[config.mk]
export PLATFORM = sky130hd
export DESIGN_NAME = sia_top
export DESIGN_NICKNAME = d
export VERILOG_FILES = /design/src/hw/sia_in_sel.v /design/src/hw/sia_out_pair.v /design/src/hw/sia_top.v
export VERILOG_INCLUDE_DIRS = /design/src /design/src/hw
export SDC_FILE = /design/constraint.sdc
export NUM_CORES = 1
export LEC_CHECK = 0
export BUFFER_PORTS_ARGS = -buffer_cell sky130_fd_sc_hd__clkbuf_2
export CAP_MARGIN = 20
export CORE_MARGIN = 2
export CORE_UTILIZATION = 50
export DETAILED_ROUTE_END_ITERATION = 6
export GPL_TIMING_DRIVEN = 0
export PLACE_DENSITY = 0.7
export SETUP_SLACK_MARGIN = 0.15
export SLEW_MARGIN = 20
export SYNTH_ARGS = -nofsm -noshare
export SYNTH_HDL_FRONTEND = slang
export SYNTH_SLANG_ARGS = --single-unit
[constraint.sdc]
create_clock -name aclk -period 3.7 [get_ports aclk]
set_input_delay 1.11 -clock aclk [delete_from_list [all_inputs] [get_ports aclk]]
set_output_delay 1.11 -clock aclk [all_outputs]
set_load 0.02 [all_outputs]
[src/hw/sia_regs.vh]
// Register offsets, field positions and reset values of the servo I/O signal allocation block.
`ifndef SIA_REGS_VH
`define SIA_REGS_VH

// Register byte offsets on the AXI4-Lite bus.
`define SIA_OFF_OUT_INV        8'h00
`define SIA_OFF_OUT_SEL_FOUR   8'h04
`define SIA_OFF_IN_SEL_SEVEN   8'h08
`define SIA_OFF_IN_SEL_FIVE    8'h0C
`define SIA_OFF_CONTROL        8'h10
`define SIA_OFF_STATUS         8'h14
`define SIA_OFF_ACTIVE         8'h18

// Reset values of the setting registers.
`define SIA_RST_OUT_INV        16'h0000
`define SIA_RST_OUT_SEL_FOUR   16'h0000
`define SIA_RST_IN_SEL_SEVEN   16'h8888
`define SIA_RST_IN_SEL_FIVE    16'h8543

// Digit positions (low bit of each four-bit digit).
`define SIA_POS_INV_PAIR1      0
`define SIA_POS_INV_PAIR2      4
`define SIA_POS_INV_PAIR3      8
`define SIA_POS_MAINT_SEL      8
`define SIA_POS_FSTOP_SEL      0
`define SIA_POS_PROBE1_SEL     4
`define SIA_POS_PROBE2_SEL     8
`define SIA_POS_AUTO_DIGIT     12

// Value that the network side forces into the top digit of input selection five.
`define SIA_AUTO_DIGIT_VAL     4'h8

// Control register: writing one here restarts, loading settings into the routing.
`define SIA_CTRL_RESTART_BIT   0

// Forced-stop selection codes.
`define SIA_FSTOP_ALWAYS_STOP  4'h7
`define SIA_FSTOP_ALWAYS_RUN   4'h8
`define SIA_SEL_INVERT_BASE    4'h9

// AXI response codes.
`define SIA_RESP_OKAY          2'h0
`define SIA_RESP_SLVERR        2'h2

`endif

[src/hw/sia_in_sel.v]
// Decoder that maps one input selection digit onto a terminal with polarity.
`include "sia_regs.vh"
`default_nettype none

module sia_in_sel #(
   parameter IS_FSTOP = 0                 // 1: forced-stop coding, 0: probe latch coding
) (
   input  wire [3:0] sel,                 // Selection digit
   input  wire [6:0] term,                // Synchronised terminals 7..13, one when closed
   output reg        active               // Resulting signal level
);

   reg [3:0] base;
   reg [2:0] idx;
   reg       hit;

   always @* begin
      base   = (sel >= `SIA_SEL_INVERT_BASE) ? sel - `SIA_SEL_INVERT_BASE : sel;
      // Code 0 names terminal 13; codes 1 to 6 name terminals 7 to 12.
      idx    = (base == 4'h0) ? 3'h6 : base[2:0] - 3'h1;
      hit    = term[idx];
      active = 1'b0;
      if (IS_FSTOP != 0) begin
         if (sel == `SIA_FSTOP_ALWAYS_STOP) begin
            active = 1'b0;                 // RULE_12
         end else if (sel == `SIA_FSTOP_ALWAYS_RUN) begin
            active = 1'b1;                 // RULE_13
         end else if (sel < `SIA_FSTOP_ALWAYS_STOP) begin
            active = hit;                  // RULE_11
         end else begin
            active = ~hit;                 // RULE_14
         end
      end else begin
         if (sel >= 4'h4 && sel <= 4'h6) begin
            active = hit;                  // RULE_01
         end else if (sel >= 4'hD) begin
            active = ~hit;                 // RULE_02
         end else begin
            active = 1'b0;                 // RULE_03
         end
      end
   end

endmodule

`default_nettype wire

[src/hw/sia_out_pair.v]
// Output terminal pair driver: allocation match followed by inversion.
`default_nettype none

module sia_out_pair #(
   parameter [3:0] PAIR_CODE = 4'h1       // Allocation code that selects this pair
) (
   input  wire [3:0] pm_sel,              // Maintenance output allocation digit
   input  wire       pm_sig,              // Maintenance alert level
   input  wire       inv,                 // Inversion bit of this pair
   output wire       level                // Level driven to the terminal pair
);

   wire routed;

   // An unallocated pair carries an inactive level before inversion.
   assign routed = (pm_sel == PAIR_CODE) ? pm_sig : 1'b0;   // RULE_09
   assign level  = routed ^ inv;                             // RULE_18

endmodule

`default_nettype wire

[src/hw/sia_top.v]
// Servo I/O signal allocation: AXI4-Lite settings, restart capture and terminal routing.
//
// Contract
// RULE_01: probe1 digit 4-6 follows closed terminals 10-12.
// RULE_02: probe1 digit D-F follows open terminals 10-12.
// RULE_03: other probe1 digit values keep probe inactive.
// RULE_04: probe2 decodes its digit like probe1.
// RULE_05: inversion digit 0 inverts pair 1/2.
// RULE_06: inversion digit 1 inverts pair 23/24.
// RULE_07: inversion digit 2 inverts pair 25/26.
// RULE_08: maintenance allocation 0 drives no pair.
// RULE_09: allocation 1-3 routes alert to pairs.
// RULE_10: software never writes reserved allocations 4-6.
// RULE_11: forced-stop 0-6 permits drive when terminal closed.
// RULE_12: forced-stop 7 always prohibits drive.
// RULE_13: forced-stop 8 always permits drive.
// RULE_14: forced-stop 9-F permits drive when terminal open.
// RULE_15: probe parameter top digit is forced to 8.
// RULE_16: software leaves reserved digits unchanged.
// RULE_17: settings reach routing only at restart.
// RULE_18: inversion follows allocation, before terminal drive.
`include "sia_regs.vh"
`default_nettype none

module sia_top (
   input  wire        aclk,               // Control clock, 125 MHz
   input  wire        aresetn,            // Synchronous reset, active low
   input  wire [7:0]  s_axi_awaddr,       // Write address
   input  wire        s_axi_awvalid,      // Write address valid
   output reg         s_axi_awready,      // Write address ready
   input  wire [31:0] s_axi_wdata,        // Write data
   input  wire [3:0]  s_axi_wstrb,        // Write byte strobes
   input  wire        s_axi_wvalid,       // Write data valid
   output reg         s_axi_wready,       // Write data ready
   output reg  [1:0]  s_axi_bresp,        // Write response
   output reg         s_axi_bvalid,       // Write response valid
   input  wire        s_axi_bready,       // Write response ready
   input  wire [7:0]  s_axi_araddr,       // Read address
   input  wire        s_axi_arvalid,      // Read address valid
   output reg         s_axi_arready,      // Read address ready
   output reg  [31:0] s_axi_rdata,        // Read data
   output reg  [1:0]  s_axi_rresp,        // Read response
   output reg         s_axi_rvalid,       // Read data valid
   input  wire        s_axi_rready,       // Read data ready
   input  wire [6:0]  io_connector_in,    // Input terminals 7..13, one when closed
   input  wire        maint_alert_in,     // Maintenance alert from drive logic
   output reg         probe_one_latch_input, // Probe 1 latch signal
   output reg         probe_two_latch_input, // Probe 2 latch signal
   output reg         drive_permit,       // Forced-stop result, one permits drive
   output reg  [2:0]  io_connector_out    // Pairs 1/2, 23/24, 25/26
);

   // Setting registers as software sees them.
   reg  [15:0] out_inv_q;
   reg  [15:0] out_sel_four_q;
   reg  [15:0] in_sel_seven_q;
   reg  [15:0] in_sel_five_q;

   // Settings that the routing actually uses.
   reg  [15:0] act_inv_q;
   reg  [15:0] act_sel_four_q;
   reg  [15:0] act_sel_seven_q;
   reg  [15:0] act_sel_five_q;
   reg         restart_q;

   // Two-stage synchroniser for the terminal pins.
   reg  [6:0]  term_meta_q;
   reg  [6:0]  term_q;

   // Write channel bookkeeping.
   reg         aw_got_q;
   reg         w_got_q;
   reg  [7:0]  awaddr_q;
   reg  [31:0] wdata_q;
   reg  [3:0]  wstrb_q;

   wire        probe1_d;
   wire        probe2_d;
   wire        permit_d;
   wire [2:0]  pair_d;
   wire [3:0]  pm_sel;
   wire        do_write;
   wire        wr_hit;
   wire [15:0] wr_val;
   reg  [31:0] rd_data;
   reg         rd_hit;

   assign pm_sel   = act_sel_four_q[`SIA_POS_MAINT_SEL +: 4];
   assign do_write = aw_got_q & w_got_q & ~s_axi_bvalid;
   assign wr_hit   = (awaddr_q[7:2] <= (`SIA_OFF_ACTIVE >> 2)) && (awaddr_q[1:0] == 2'h0)
                     && (awaddr_q != `SIA_OFF_STATUS) && (awaddr_q != `SIA_OFF_ACTIVE);

   // Applies byte strobes to the old value of the addressed 16-bit register.
   function [15:0] merge16;
      input [15:0] old;
      input [31:0] data;
      input [3:0]  strb;
      begin
         merge16 = old;
         if (strb[0]) begin
            merge16[7:0] = data[7:0];
         end
         if (strb[1]) begin
            merge16[15:8] = data[15:8];
         end
      end
   endfunction

   reg  [15:0] wr_old;

   always @* begin
      case (awaddr_q)
         `SIA_OFF_OUT_INV:      wr_old = out_inv_q;
         `SIA_OFF_OUT_SEL_FOUR: wr_old = out_sel_four_q;
         `SIA_OFF_IN_SEL_SEVEN: wr_old = in_sel_seven_q;
         `SIA_OFF_IN_SEL_FIVE:  wr_old = in_sel_five_q;
         default:               wr_old = 16'h0000;
      endcase
   end

   assign wr_val = merge16(wr_old, wdata_q, wstrb_q);

   // Write address and data are taken in either order; the response follows both.
   always @(posedge aclk) begin
      if (!aresetn) begin
         s_axi_awready <= 1'b1;
         s_axi_wready  <= 1'b1;
         s_axi_bvalid  <= 1'b0;
         s_axi_bresp   <= `SIA_RESP_OKAY;
         aw_got_q      <= 1'b0;
         w_got_q       <= 1'b0;
         awaddr_q      <= 8'h00;
         wdata_q       <= 32'h0000_0000;
         wstrb_q       <= 4'h0;
      end else begin
         if (s_axi_awvalid && s_axi_awready) begin
            awaddr_q      <= s_axi_awaddr;
            aw_got_q      <= 1'b1;
            s_axi_awready <= 1'b0;
         end
         if (s_axi_wvalid && s_axi_wready) begin
            wdata_q      <= s_axi_wdata;
            wstrb_q      <= s_axi_wstrb;
            w_got_q      <= 1'b1;
            s_axi_wready <= 1'b0;
         end
         if (do_write) begin
            s_axi_bvalid <= 1'b1;
            s_axi_bresp  <= wr_hit ? `SIA_RESP_OKAY : `SIA_RESP_SLVERR;
         end
         if (s_axi_bvalid && s_axi_bready) begin
            s_axi_bvalid  <= 1'b0;
            aw_got_q      <= 1'b0;
            w_got_q       <= 1'b0;
            s_axi_awready <= 1'b1;
            s_axi_wready  <= 1'b1;
         end
      end
   end

   // Setting registers and the restart request.
   always @(posedge aclk) begin
      if (!aresetn) begin
         out_inv_q      <= `SIA_RST_OUT_INV;
         out_sel_four_q <= `SIA_RST_OUT_SEL_FOUR;
         in_sel_seven_q <= `SIA_RST_IN_SEL_SEVEN;
         in_sel_five_q  <= `SIA_RST_IN_SEL_FIVE;
         restart_q      <= 1'b0;
      end else begin
         restart_q <= 1'b0;
         if (do_write) begin
            case (awaddr_q)
               `SIA_OFF_OUT_INV:      out_inv_q      <= wr_val;
               `SIA_OFF_OUT_SEL_FOUR: out_sel_four_q <= wr_val;
               `SIA_OFF_IN_SEL_SEVEN: in_sel_seven_q <= wr_val;
               `SIA_OFF_IN_SEL_FIVE: begin
                  // The top digit belongs to the network side and is not user-settable.
                  in_sel_five_q <= {`SIA_AUTO_DIGIT_VAL, wr_val[11:0]}; // RULE_15
               end
               `SIA_OFF_CONTROL: begin
                  restart_q <= wstrb_q[0] & wdata_q[`SIA_CTRL_RESTART_BIT];
               end
               default: begin
               end
            endcase
         end
      end
   end

   // Writes to the settings do nothing to the routing until a restart; reset is one.
   always @(posedge aclk) begin
      if (!aresetn) begin
         act_inv_q       <= `SIA_RST_OUT_INV;      // RULE_17
         act_sel_four_q  <= `SIA_RST_OUT_SEL_FOUR;
         act_sel_seven_q <= `SIA_RST_IN_SEL_SEVEN;
         act_sel_five_q  <= `SIA_RST_IN_SEL_FIVE;
      end else if (restart_q) begin
         act_inv_q       <= out_inv_q;             // RULE_17
         act_sel_four_q  <= out_sel_four_q;
         act_sel_seven_q <= in_sel_seven_q;
         act_sel_five_q  <= in_sel_five_q;
      end
   end

   // Read channel: one read at a time, answered one cycle after the address is taken.
   always @* begin
      rd_hit  = 1'b1;
      rd_data = 32'h0000_0000;
      case (s_axi_araddr)
         `SIA_OFF_OUT_INV:      rd_data[15:0] = out_inv_q;
         `SIA_OFF_OUT_SEL_FOUR: rd_data[15:0] = out_sel_four_q;
         `SIA_OFF_IN_SEL_SEVEN: rd_data[15:0] = in_sel_seven_q;
         `SIA_OFF_IN_SEL_FIVE:  rd_data[15:0] = in_sel_five_q;
         `SIA_OFF_CONTROL:      rd_data = 32'h0000_0000;
         `SIA_OFF_STATUS: begin
            rd_data[0]     = probe_one_latch_input;
            rd_data[1]     = probe_two_latch_input;
            rd_data[2]     = drive_permit;
            rd_data[3]     = maint_alert_in;
            rd_data[6:4]   = io_connector_out;
            rd_data[13:7]  = term_q;
            // Set while stored settings differ from those in use, i.e. a restart is due.
            rd_data[14]    = (out_inv_q != act_inv_q) || (out_sel_four_q != act_sel_four_q)
                             || (in_sel_seven_q != act_sel_seven_q)
                             || (in_sel_five_q != act_sel_five_q);
         end
         `SIA_OFF_ACTIVE: begin
            rd_data[3:0]   = act_inv_q[`SIA_POS_INV_PAIR1 +: 4];
            rd_data[7:4]   = act_inv_q[`SIA_POS_INV_PAIR2 +: 4];
            rd_data[11:8]  = act_inv_q[`SIA_POS_INV_PAIR3 +: 4];
            rd_data[15:12] = pm_sel;
            rd_data[19:16] = act_sel_seven_q[`SIA_POS_FSTOP_SEL +: 4];
            rd_data[23:20] = act_sel_five_q[`SIA_POS_PROBE1_SEL +: 4];
            rd_data[27:24] = act_sel_five_q[`SIA_POS_PROBE2_SEL +: 4];
            rd_data[31:28] = act_sel_five_q[`SIA_POS_AUTO_DIGIT +: 4];
         end
         default: rd_hit = 1'b0;
      endcase
   end

   always @(posedge aclk) begin
      if (!aresetn) begin
         s_axi_arready <= 1'b1;
         s_axi_rvalid  <= 1'b0;
         s_axi_rdata   <= 32'h0000_0000;
         s_axi_rresp   <= `SIA_RESP_OKAY;
      end else begin
         if (s_axi_arvalid && s_axi_arready) begin
            s_axi_arready <= 1'b0;
            s_axi_rvalid  <= 1'b1;
            s_axi_rdata   <= rd_data;
            s_axi_rresp   <= rd_hit ? `SIA_RESP_OKAY : `SIA_RESP_SLVERR;
         end
         if (s_axi_rvalid && s_axi_rready) begin
            s_axi_rvalid  <= 1'b0;
            s_axi_arready <= 1'b1;
         end
      end
   end

   // Terminal pins are asynchronous to aclk.
   always @(posedge aclk) begin
      if (!aresetn) begin
         term_meta_q <= 7'h00;
         term_q      <= 7'h00;
      end else begin
         term_meta_q <= io_connector_in;
         term_q      <= term_meta_q;
      end
   end

   sia_in_sel #(
      .IS_FSTOP (0)
   ) u_probe1 (
      .sel    (act_sel_five_q[`SIA_POS_PROBE1_SEL +: 4]),
      .term   (term_q),
      .active (probe1_d)
   );

   // Same decoder as probe 1, fed from its own digit.
   sia_in_sel #(
      .IS_FSTOP (0)
   ) u_probe2 (
      .sel    (act_sel_five_q[`SIA_POS_PROBE2_SEL +: 4]),  // RULE_04
      .term   (term_q),
      .active (probe2_d)
   );

   sia_in_sel #(
      .IS_FSTOP (1)
   ) u_fstop (
      .sel    (act_sel_seven_q[`SIA_POS_FSTOP_SEL +: 4]),
      .term   (term_q),
      .active (permit_d)
   );

   // Codes 0 and the reserved 4 to 6 match no pair, so no terminal carries the alert.
   sia_out_pair #(
      .PAIR_CODE (4'h1)
   ) u_pair1 (
      .pm_sel (pm_sel),                                     // RULE_08
      .pm_sig (maint_alert_in),
      .inv    (act_inv_q[`SIA_POS_INV_PAIR1]),              // RULE_05
      .level  (pair_d[0])
   );

   sia_out_pair #(
      .PAIR_CODE (4'h2)
   ) u_pair2 (
      .pm_sel (pm_sel),
      .pm_sig (maint_alert_in),
      .inv    (act_inv_q[`SIA_POS_INV_PAIR2]),              // RULE_06
      .level  (pair_d[1])
   );

   sia_out_pair #(
      .PAIR_CODE (4'h3)
   ) u_pair3 (
      .pm_sel (pm_sel),
      .pm_sig (maint_alert_in),
      .inv    (act_inv_q[`SIA_POS_INV_PAIR3]),              // RULE_07
      .level  (pair_d[2])
   );

   // Outputs are registered so that pins see no decode glitches.
   always @(posedge aclk) begin
      if (!aresetn) begin
         probe_one_latch_input <= 1'b0;
         probe_two_latch_input <= 1'b0;
         drive_permit          <= 1'b0;
         io_connector_out      <= 3'h0;
      end else begin
         probe_one_latch_input <= probe1_d;
         probe_two_latch_input <= probe2_d;
         drive_permit          <= permit_d;
         io_connector_out      <= pair_d;
      end
   end

endmodule

`default_nettype wire

==> metrics.cfg, run 1 <==
[synthesis]
synthCells = 1075
synth_top_flop_cell = dfxtp_1
synth_xor_area_share_pct = 5.94
synth-seq-cells = 205
yosysMostFrequentCell = dfxtp_1
synth_seq_area_share_pct = 42.8
synthAdderAreaFrac_pct = 1.70
yosysUniqueCellTypes = 68
synth_edf_count = 0
synth_top_cells_by_count = dfxtp_1 (205), nand2_1 (130), nor2_1 (125)
syn_area_sq_um = 9580
synth-compound-area-share_pct = 17.7
yosysTopAreaCellShare_pct = 42.8
synth_mux_area_share_pct = 9.04
async_reset_ff_share_pct = 0
synth-simple-area-share_pct = 17.7
post-synth-top-area-cell = dfxtp_1
synth_top_family_by_area = simple AND/OR/NAND/NOR gates
ys_warn_count = 0
avgSynthCellArea_sq_um = 8.91
synthTopCellsByArea = dfxtp_1 (43%), mux2i_1 (7.8%), xnor2_1 (5.6%)

[route]
drtAntennaViolNets = 0
vias = 8471
drt-wirelength-per-cell_microns = 20.3
routed_wl_microns = 29300
drt-initial-drc-count = 997
drc = 6
firstDrtPassIters = 7
viasPerCell = 5.87

[floorplan]
die_y_microns = 142
ios = 114
start_util_pct = 51.1
rows = 50
core_area_sq_um = 18800
die_w_microns = 142
die-area_sq_um = 20300

[worst_setup_path]
r2r_start = act_sel_seven_q[1]
reg2reg_to = drive_permit
ff2ff_path_depth = 13
path_delay_family = simple AND/OR/NAND/NOR gates
cp-end-kind = flip-flop
critPathLaunchType = flip-flop
path_cells = inv_1 > ha_1 > or3b_4 > nand3_1 > and2_2 > ha_1 > inv_1 > a221o_2 > nand3_2 > mux4_2 > mux2i_2 > a211o_2 > a31oi_1
crit_required_ns = 4.08
crit_slowest_cell = dfxtp_1
cp.depth = 13
critPathMaxFanout = 7
worst-path-buf-inv = 2
r2r_slack_ns = 0.47
critPathKind = reg -> reg
cpPeakStageDelay_ns = 0.52
critical_path_arrival_ns = 3.61
critPathLaunch = act_sel_seven_q[1]
endpoint = drive_permit

[clock_network]
cts_sinks = 205
cts.root.buffer_cell = clkbuf_16
clockBufferDepth = 3
path_clk_slew_ns = 0.06
ctsResizeCount = 0
clock_latency_ns = 0.51
ctsHoldBuffers = 0
cts_setup_buffers = 0
cts_tree = built
numCtsBuffers = 23
h-tree-depth = 1

[power]
power_density_nw_per_um2 = 454
power.total_uw = 5060
leakage_uw = 0.00407
vdd_drop_max_mv = 0.355

[grt]
grt_pass1_vias = 7881
antenna_found_initial = 0
grt_pass1_wl_microns = 45200
grt_usage_pct = 28.9
grt-ovfl-total = 0
grt_max_degree = 14

[run_status]
status = finished, violations left
violations = design-rule violations

[sta]
finalSetupTns_ns = 0
worst_pin_slew_ns = 0.895
min_period_ns = 3.23
slew_violations = 0
clock_skew_ns = 0.0186
max_freq_mhz = 310
setup_viol = 0
hold_violations = 0
period_share_pct = 87.3
slew-limit-headroom_pct = 40.3
rsz0062_at_grt = false

[cells_and_area]
syn_to_final_growth_pct = 16.2
nets = 1273
drive_gt1_share_pct = 16.1
n_antenna_cell = 0
filler_cell_count = 1663
stdcell_count = 1443

[worst_hold_path]
worstHoldPathType = reg -> reg

[job]
max_cap_violations = 0

[placed_design]
port_buffers = 89
gp_congestion = 0.981
dpl.hpwl_microns = 21600
dp_cells = 1402

through the flow:
step	utilization (%)	instance area, sq um	hold WS, ns	worst slack [ns]
floorplan	-	9600	0.412	0.815
finish	59.3	11100	0.430	0.471
global route	59.3	11100	0.459	0.259
CTS	59.3	11100	0.434	0.482
detailed placement	55.1	10300	0.418	0.404
global placement	55.1	10300	0.416	0.384
worst min-delay path by stage:
stage	start	endpoint	slack (ns)	cells past startpoint
2_1_floorplan	term_meta_q[0]	term_q[0]	0.41	1
3_3_place_gp	term_meta_q[4]	term_q[4]	0.42	1
3_5_place_dp	term_meta_q[3]	term_q[3]	0.42	1
4_1_cts	term_meta_q[4]	term_q[4]	0.43	1
5_1_grt	term_meta_q[0]	term_q[0]	0.46	1
6_report	term_meta_q[4]	term_q[4]	0.43	1
cell families after synthesis:
family | count (synthesis)
buf+inv | 108
compound gates | 237
fa+ha+maj | 13
other cells | 1
flops | 205
mux | 82
xor+xnor | 65
simple gates | 364
area by class of cell:
cell class                      instances  area (sq um)  share of cell area [%]
Buffer                                 84           395                    3.55
Clock buffer                           31           636                    5.71
Clock inverter                         10           159                    1.43
Inverter                               24          90.1                   0.809
Multi-Input combinational cell        766          5010                    45.0
Sequential cell                       205          4100                    36.9
Tap cell                              234           293                    2.63
Timing Repair Buffer                   89           445                    4.00
cells in the final DEF (no fill, tap or decap), types with 4 or more instances in the layout:
| master | Yosys | layout |
|---|---|---|
| o21ai_0 | 22 | 22 |
| and2_1 | 19 | 19 |
| o2111ai_1 | 4 | 4 |
| clkbuf_16 | 0 | 23 |
| a21oi_1 | 84 | 84 |
| mux2i_1 | 75 | 75 |
| nand4_1 | 17 | 17 |
| bufinv_16 | 0 | 4 |
| conb_1 | 1 | 5 |
| xor2_1 | 4 | 4 |
| nor2_1 | 125 | 125 |
| clkbuf_2 | 0 | 89 |
| a21oi_2 | 4 | 4 |
| nor4_1 | 5 | 5 |
| nor2b_1 | 4 | 4 |
| nand2_1 | 130 | 130 |
| dfxtp_1 | 205 | 205 |
| a211oi_1 | 37 | 37 |
| a211oi_2 | 11 | 11 |
| clkbuf_1 | 45 | 50 |
| xnor2_1 | 61 | 61 |
| o211ai_1 | 8 | 8 |
| a221o_1 | 4 | 4 |
| inv_1 | 23 | 23 |
| buf_2 | 16 | 16 |
| buf_1 | 10 | 10 |
| ha_1 | 13 | 13 |
| nand3_1 | 31 | 31 |
| a222oi_1 | 28 | 28 |
| a221oi_1 | 13 | 13 |
| buf_4 | 10 | 10 |
sequential cells by signal, summed over array words and instances, names as in the netlist, 16 cells and up:
name             cells
in_sel_seven_q      16
out_inv_q           16
wdata_q             16
out_sel_four_q      16
s_axi_rdata         29
act_inv_q           16
act_sel_four_q      16
act_sel_seven_q     16
layer usage:
metal / GRT usage (%) / vias to the layer above / routed length (microns)
li1: - / 4066 / -
met1: 40.4 / 3891 / 12600
met2: 44.0 / 433 / 12300
met3: 5.11 / 81 / 2980
met4: 12.5 / 0 / 1380
met5: 0 / - / 0
where the power goes:
group          switching (uW)  internal [uW]
clock                     915           1480
sequential               45.9           2260
combinational             234            124
total                    1200           3860
Power figures use the tool's default switching activity.
==> run 2: changes to the inputs <==
--- a/config.mk
+++ b/config.mk
@@ -6,6 +6,7 @@
 export SDC_FILE = /design/constraint.sdc
 export NUM_CORES = 1
 export LEC_CHECK = 0
+export ABC_AREA = 1
 export BUFFER_PORTS_ARGS = -buffer_cell sky130_fd_sc_hd__clkbuf_2
 export CAP_MARGIN = 20
 export CORE_MARGIN = 2
==> metrics.cfg, run 2 <==
[cells_and_area]
final_common_cell = dfxtp_1
drive_gt1_share_pct = 12.4  ; -3.8 points
filler_cell_count = 1879  ; +13%
largest_reg_flops = 29  ; unchanged
seq_area_sq_um = 4100  ; unchanged
nets = 1538  ; +21%
multi_input_area_sq_um = 4690  ; -6.3%
largest_register = s_axi_rdata
layout_common_cells = dfxtp_1 (205), nand2_1 (188), inv_1 (175)
syn_to_final_growth_pct = 15.9

[synthesis]
synth-seq-cells = 205  ; unchanged
async_reset_ff_share_pct = 0  ; unchanged
avgSynthCellArea_sq_um = 7.34  ; -18%
synthCells = 1339  ; +25%
yosysTopAreaCellShare_pct = 41.7  ; -1.1 points
synth_top_cells_by_count = dfxtp_1 (205), nand2_1 (188), inv_1 (175)
yosysUniqueCellTypes = 50  ; -26%
synth_top_flop_cell = dfxtp_1
post-synth-top-area-cell = dfxtp_1
ys_warn_count = 0  ; unchanged
synthTopCellsByArea = dfxtp_1 (42%), a21oi_1 (8.5%), nand2_1 (7.2%)
yosysMostFrequentCell = dfxtp_1
synth_edf_count = 0  ; unchanged
syn_area_sq_um = 9830  ; +2.6%
synth_seq_area_share_pct = 41.7  ; -1.1 points

[floorplan]
rows = 51  ; +2.0%
ios = 114  ; unchanged
core_area_sq_um = 19400  ; +3.4%
die_w_microns = 144  ; +1.3%
die-area_sq_um = 20800  ; +2.6%
die_y_microns = 144  ; +1.3%
start_util_pct = 50.7  ; -0.36 points

[sta]
finalSetupTns_ns = 0  ; unchanged
rsz0062_at_grt = false
clock_skew_ns = 0.00805  ; -0.0106 ns
period_share_pct = 76.4  ; -11 points
slew_violations = 0  ; unchanged
hold_violations = 0  ; unchanged
setup_viol = 0  ; unchanged
worst_pin_slew_ns = 0.925  ; +0.0302 ns
slew-limit-headroom_pct = 38.3  ; -2.0 points
max_freq_mhz = 354  ; +14%
min_period_ns = 2.83  ; -0.403 ns

[grt]
grt_pass1_wl_microns = 54100  ; +20%
antenna_found_initial = 2  ; +2
grt_pass1_vias = 8860  ; +12%
grt_max_degree = 13  ; -1
grt_usage_pct = 35.4  ; +6.4 points
grt-ovfl-total = 0  ; unchanged

[worst_setup_path]
cp-end-kind = flip-flop
path_cells = inv_1 > ha_1 > inv_1 > nand3_2 > nand2_2 > xor2_2 > ha_1 > inv_1 > a21oi_1 > nand3_1 > nand2_1 > nand2_1 > nand3_1 > nand3_1 > nand3_1 > nand2_1 > nor2_1
critPathKind = reg -> reg
crit_slowest_cell = dfxtp_1
critical_path_arrival_ns = 3.25  ; -0.36 ns
crit_required_ns = 4.12  ; +0.04 ns
worst-path-buf-inv = 3  ; +1
path_delay_family = simple AND/OR/NAND/NOR gates
cpPeakStageDelay_ns = 0.54  ; +0.02 ns
critPathLaunchType = flip-flop
critPathMaxFanout = 6  ; -1
crit_path_frequent_cell = nand3_1

[clock_network]
ctsHoldBuffers = 0  ; unchanged
cts_tree = built
clockBufferDepth = 3  ; unchanged
numCtsBuffers = 23  ; unchanged
ctsResizeCount = 0  ; unchanged
path_clk_slew_ns = 0.06  ; about the same
clock_latency_ns = 0.52  ; about the same
cts_setup_buffers = 0  ; unchanged
cts_sinks = 205  ; unchanged
h-tree-depth = 1  ; unchanged
cts.root.buffer_cell = clkbuf_16

[worst_hold_path]
worstHoldPathType = reg -> reg

[placed_design]
port_buffers = 90  ; +1.1%
gp_congestion = 1.05  ; +6.8%
dpl.hpwl_microns = 28400  ; +31%

[power]
vdd_drop_max_mv = 0.379  ; +6.9%
power.total_uw = 5090  ; +0.56%
leakage_uw = 0.00518  ; +27%
power_density_nw_per_um2 = 446  ; -1.8%

[route]
vias = 9943  ; +17%
drc = 0  ; -6
drt-initial-drc-count = 881  ; -12%
firstDrtPassIters = 5  ; -2
routed_wl_microns = 36900  ; +26%
drt-wirelength-per-cell_microns = 21.3  ; +4.7%
drtAntennaViolNets = 0  ; unchanged
viasPerCell = 5.72  ; -2.5%

[run_status]
status = finished clean

[job]
max_cap_violations = 0  ; unchanged

## run 2: worst paths after layout
kind | start | end | slack [ns] | cells past startpoint
max | act_sel_five_q[9] | probe_two_latch_input | 0.87 | 17
min | term_meta_q[0] | term_q[0] | 0.41 | 2
max reg2reg | act_sel_five_q[9] | probe_two_latch_input | 0.87 | 17
min reg2reg | term_meta_q[0] | term_q[0] | 0.41 | 2
## run 2: worst reg2reg max path, delay by kind of cell, from the launching register on
family	cells	cell delay, ns
xor+xnor	1	0.24
buf+inv	3	0.32
compound gates	1	0.10
flops	1	0.54
fa+ha+maj	2	0.40
simple gates	10	1.12
## run 2: layer usage
layer / global-route usage (%) / vias to the layer above / wire length, microns
li1: - / 4664 / -
met1: 48.0 / 4618 / 15000
met2: 55.3 / 548 / 16300
met3: 5.76 / 113 / 3700
met4: 16.6 / 0 / 1940
met5: 0 / - / 0
## run 2: through the flow
| step | area [sq um] | setup WS (ns) | cells | hold WS (ns) | util [%] |
|---|---|---|---|---|---|
| 2_1_floorplan | 9850 | 1.42 | 1343 | 0.390 | - |
| 3_3_place_gp | 10600 | 0.765 | 1698 | 0.392 | 54.8 |
| 3_5_place_dp | 10600 | 0.755 | 1698 | 0.397 | 54.8 |
| 4_1_cts | 11400 | 0.939 | 1736 | 0.411 | 58.7 |
| 5_1_grt | 11400 | 0.676 | 1736 | 0.430 | 58.7 |
| 6_report | 11400 | 0.873 | 1737 | 0.410 | 58.7 |
## run 2: cell families (layout without fill, tap and decap cells)
logic type / Yosys count / in the layout / share of synthesized area [%]
AO/OA/AOI/OAI: 420 / 420 / 23.3
AND/OR/NAND/NOR: 390 / 390 / 17.6
buffers and inverters: 257 / 385 / 10.7
flip-flops: 205 / 205 / 41.7
XOR/XNOR: 53 / 53 / 4.99
adder cells (fa/ha/maj): 13 / 13 / 1.65
other: 1 / 6 / 0.0381
## run 2: layout make-up
type	count	share of cell area, %
multi-input cells	881	41.2
flip-flops and latches	205	36.0
inverters	187	6.18
clock buffers	31	5.49
repair buffers	90	3.95
plain buffers	70	3.04
well taps	265	2.91
clock inverters	7	1.19
diodes	1	0.0220
## run 2: where the power goes
group	switching (uW)	total [uW]	internal [uW]	leakage, uW
logic	292	410	118	0.00314
registers	35.4	2300	2260	0.00167
clock network	924	2380	1450	0.000373
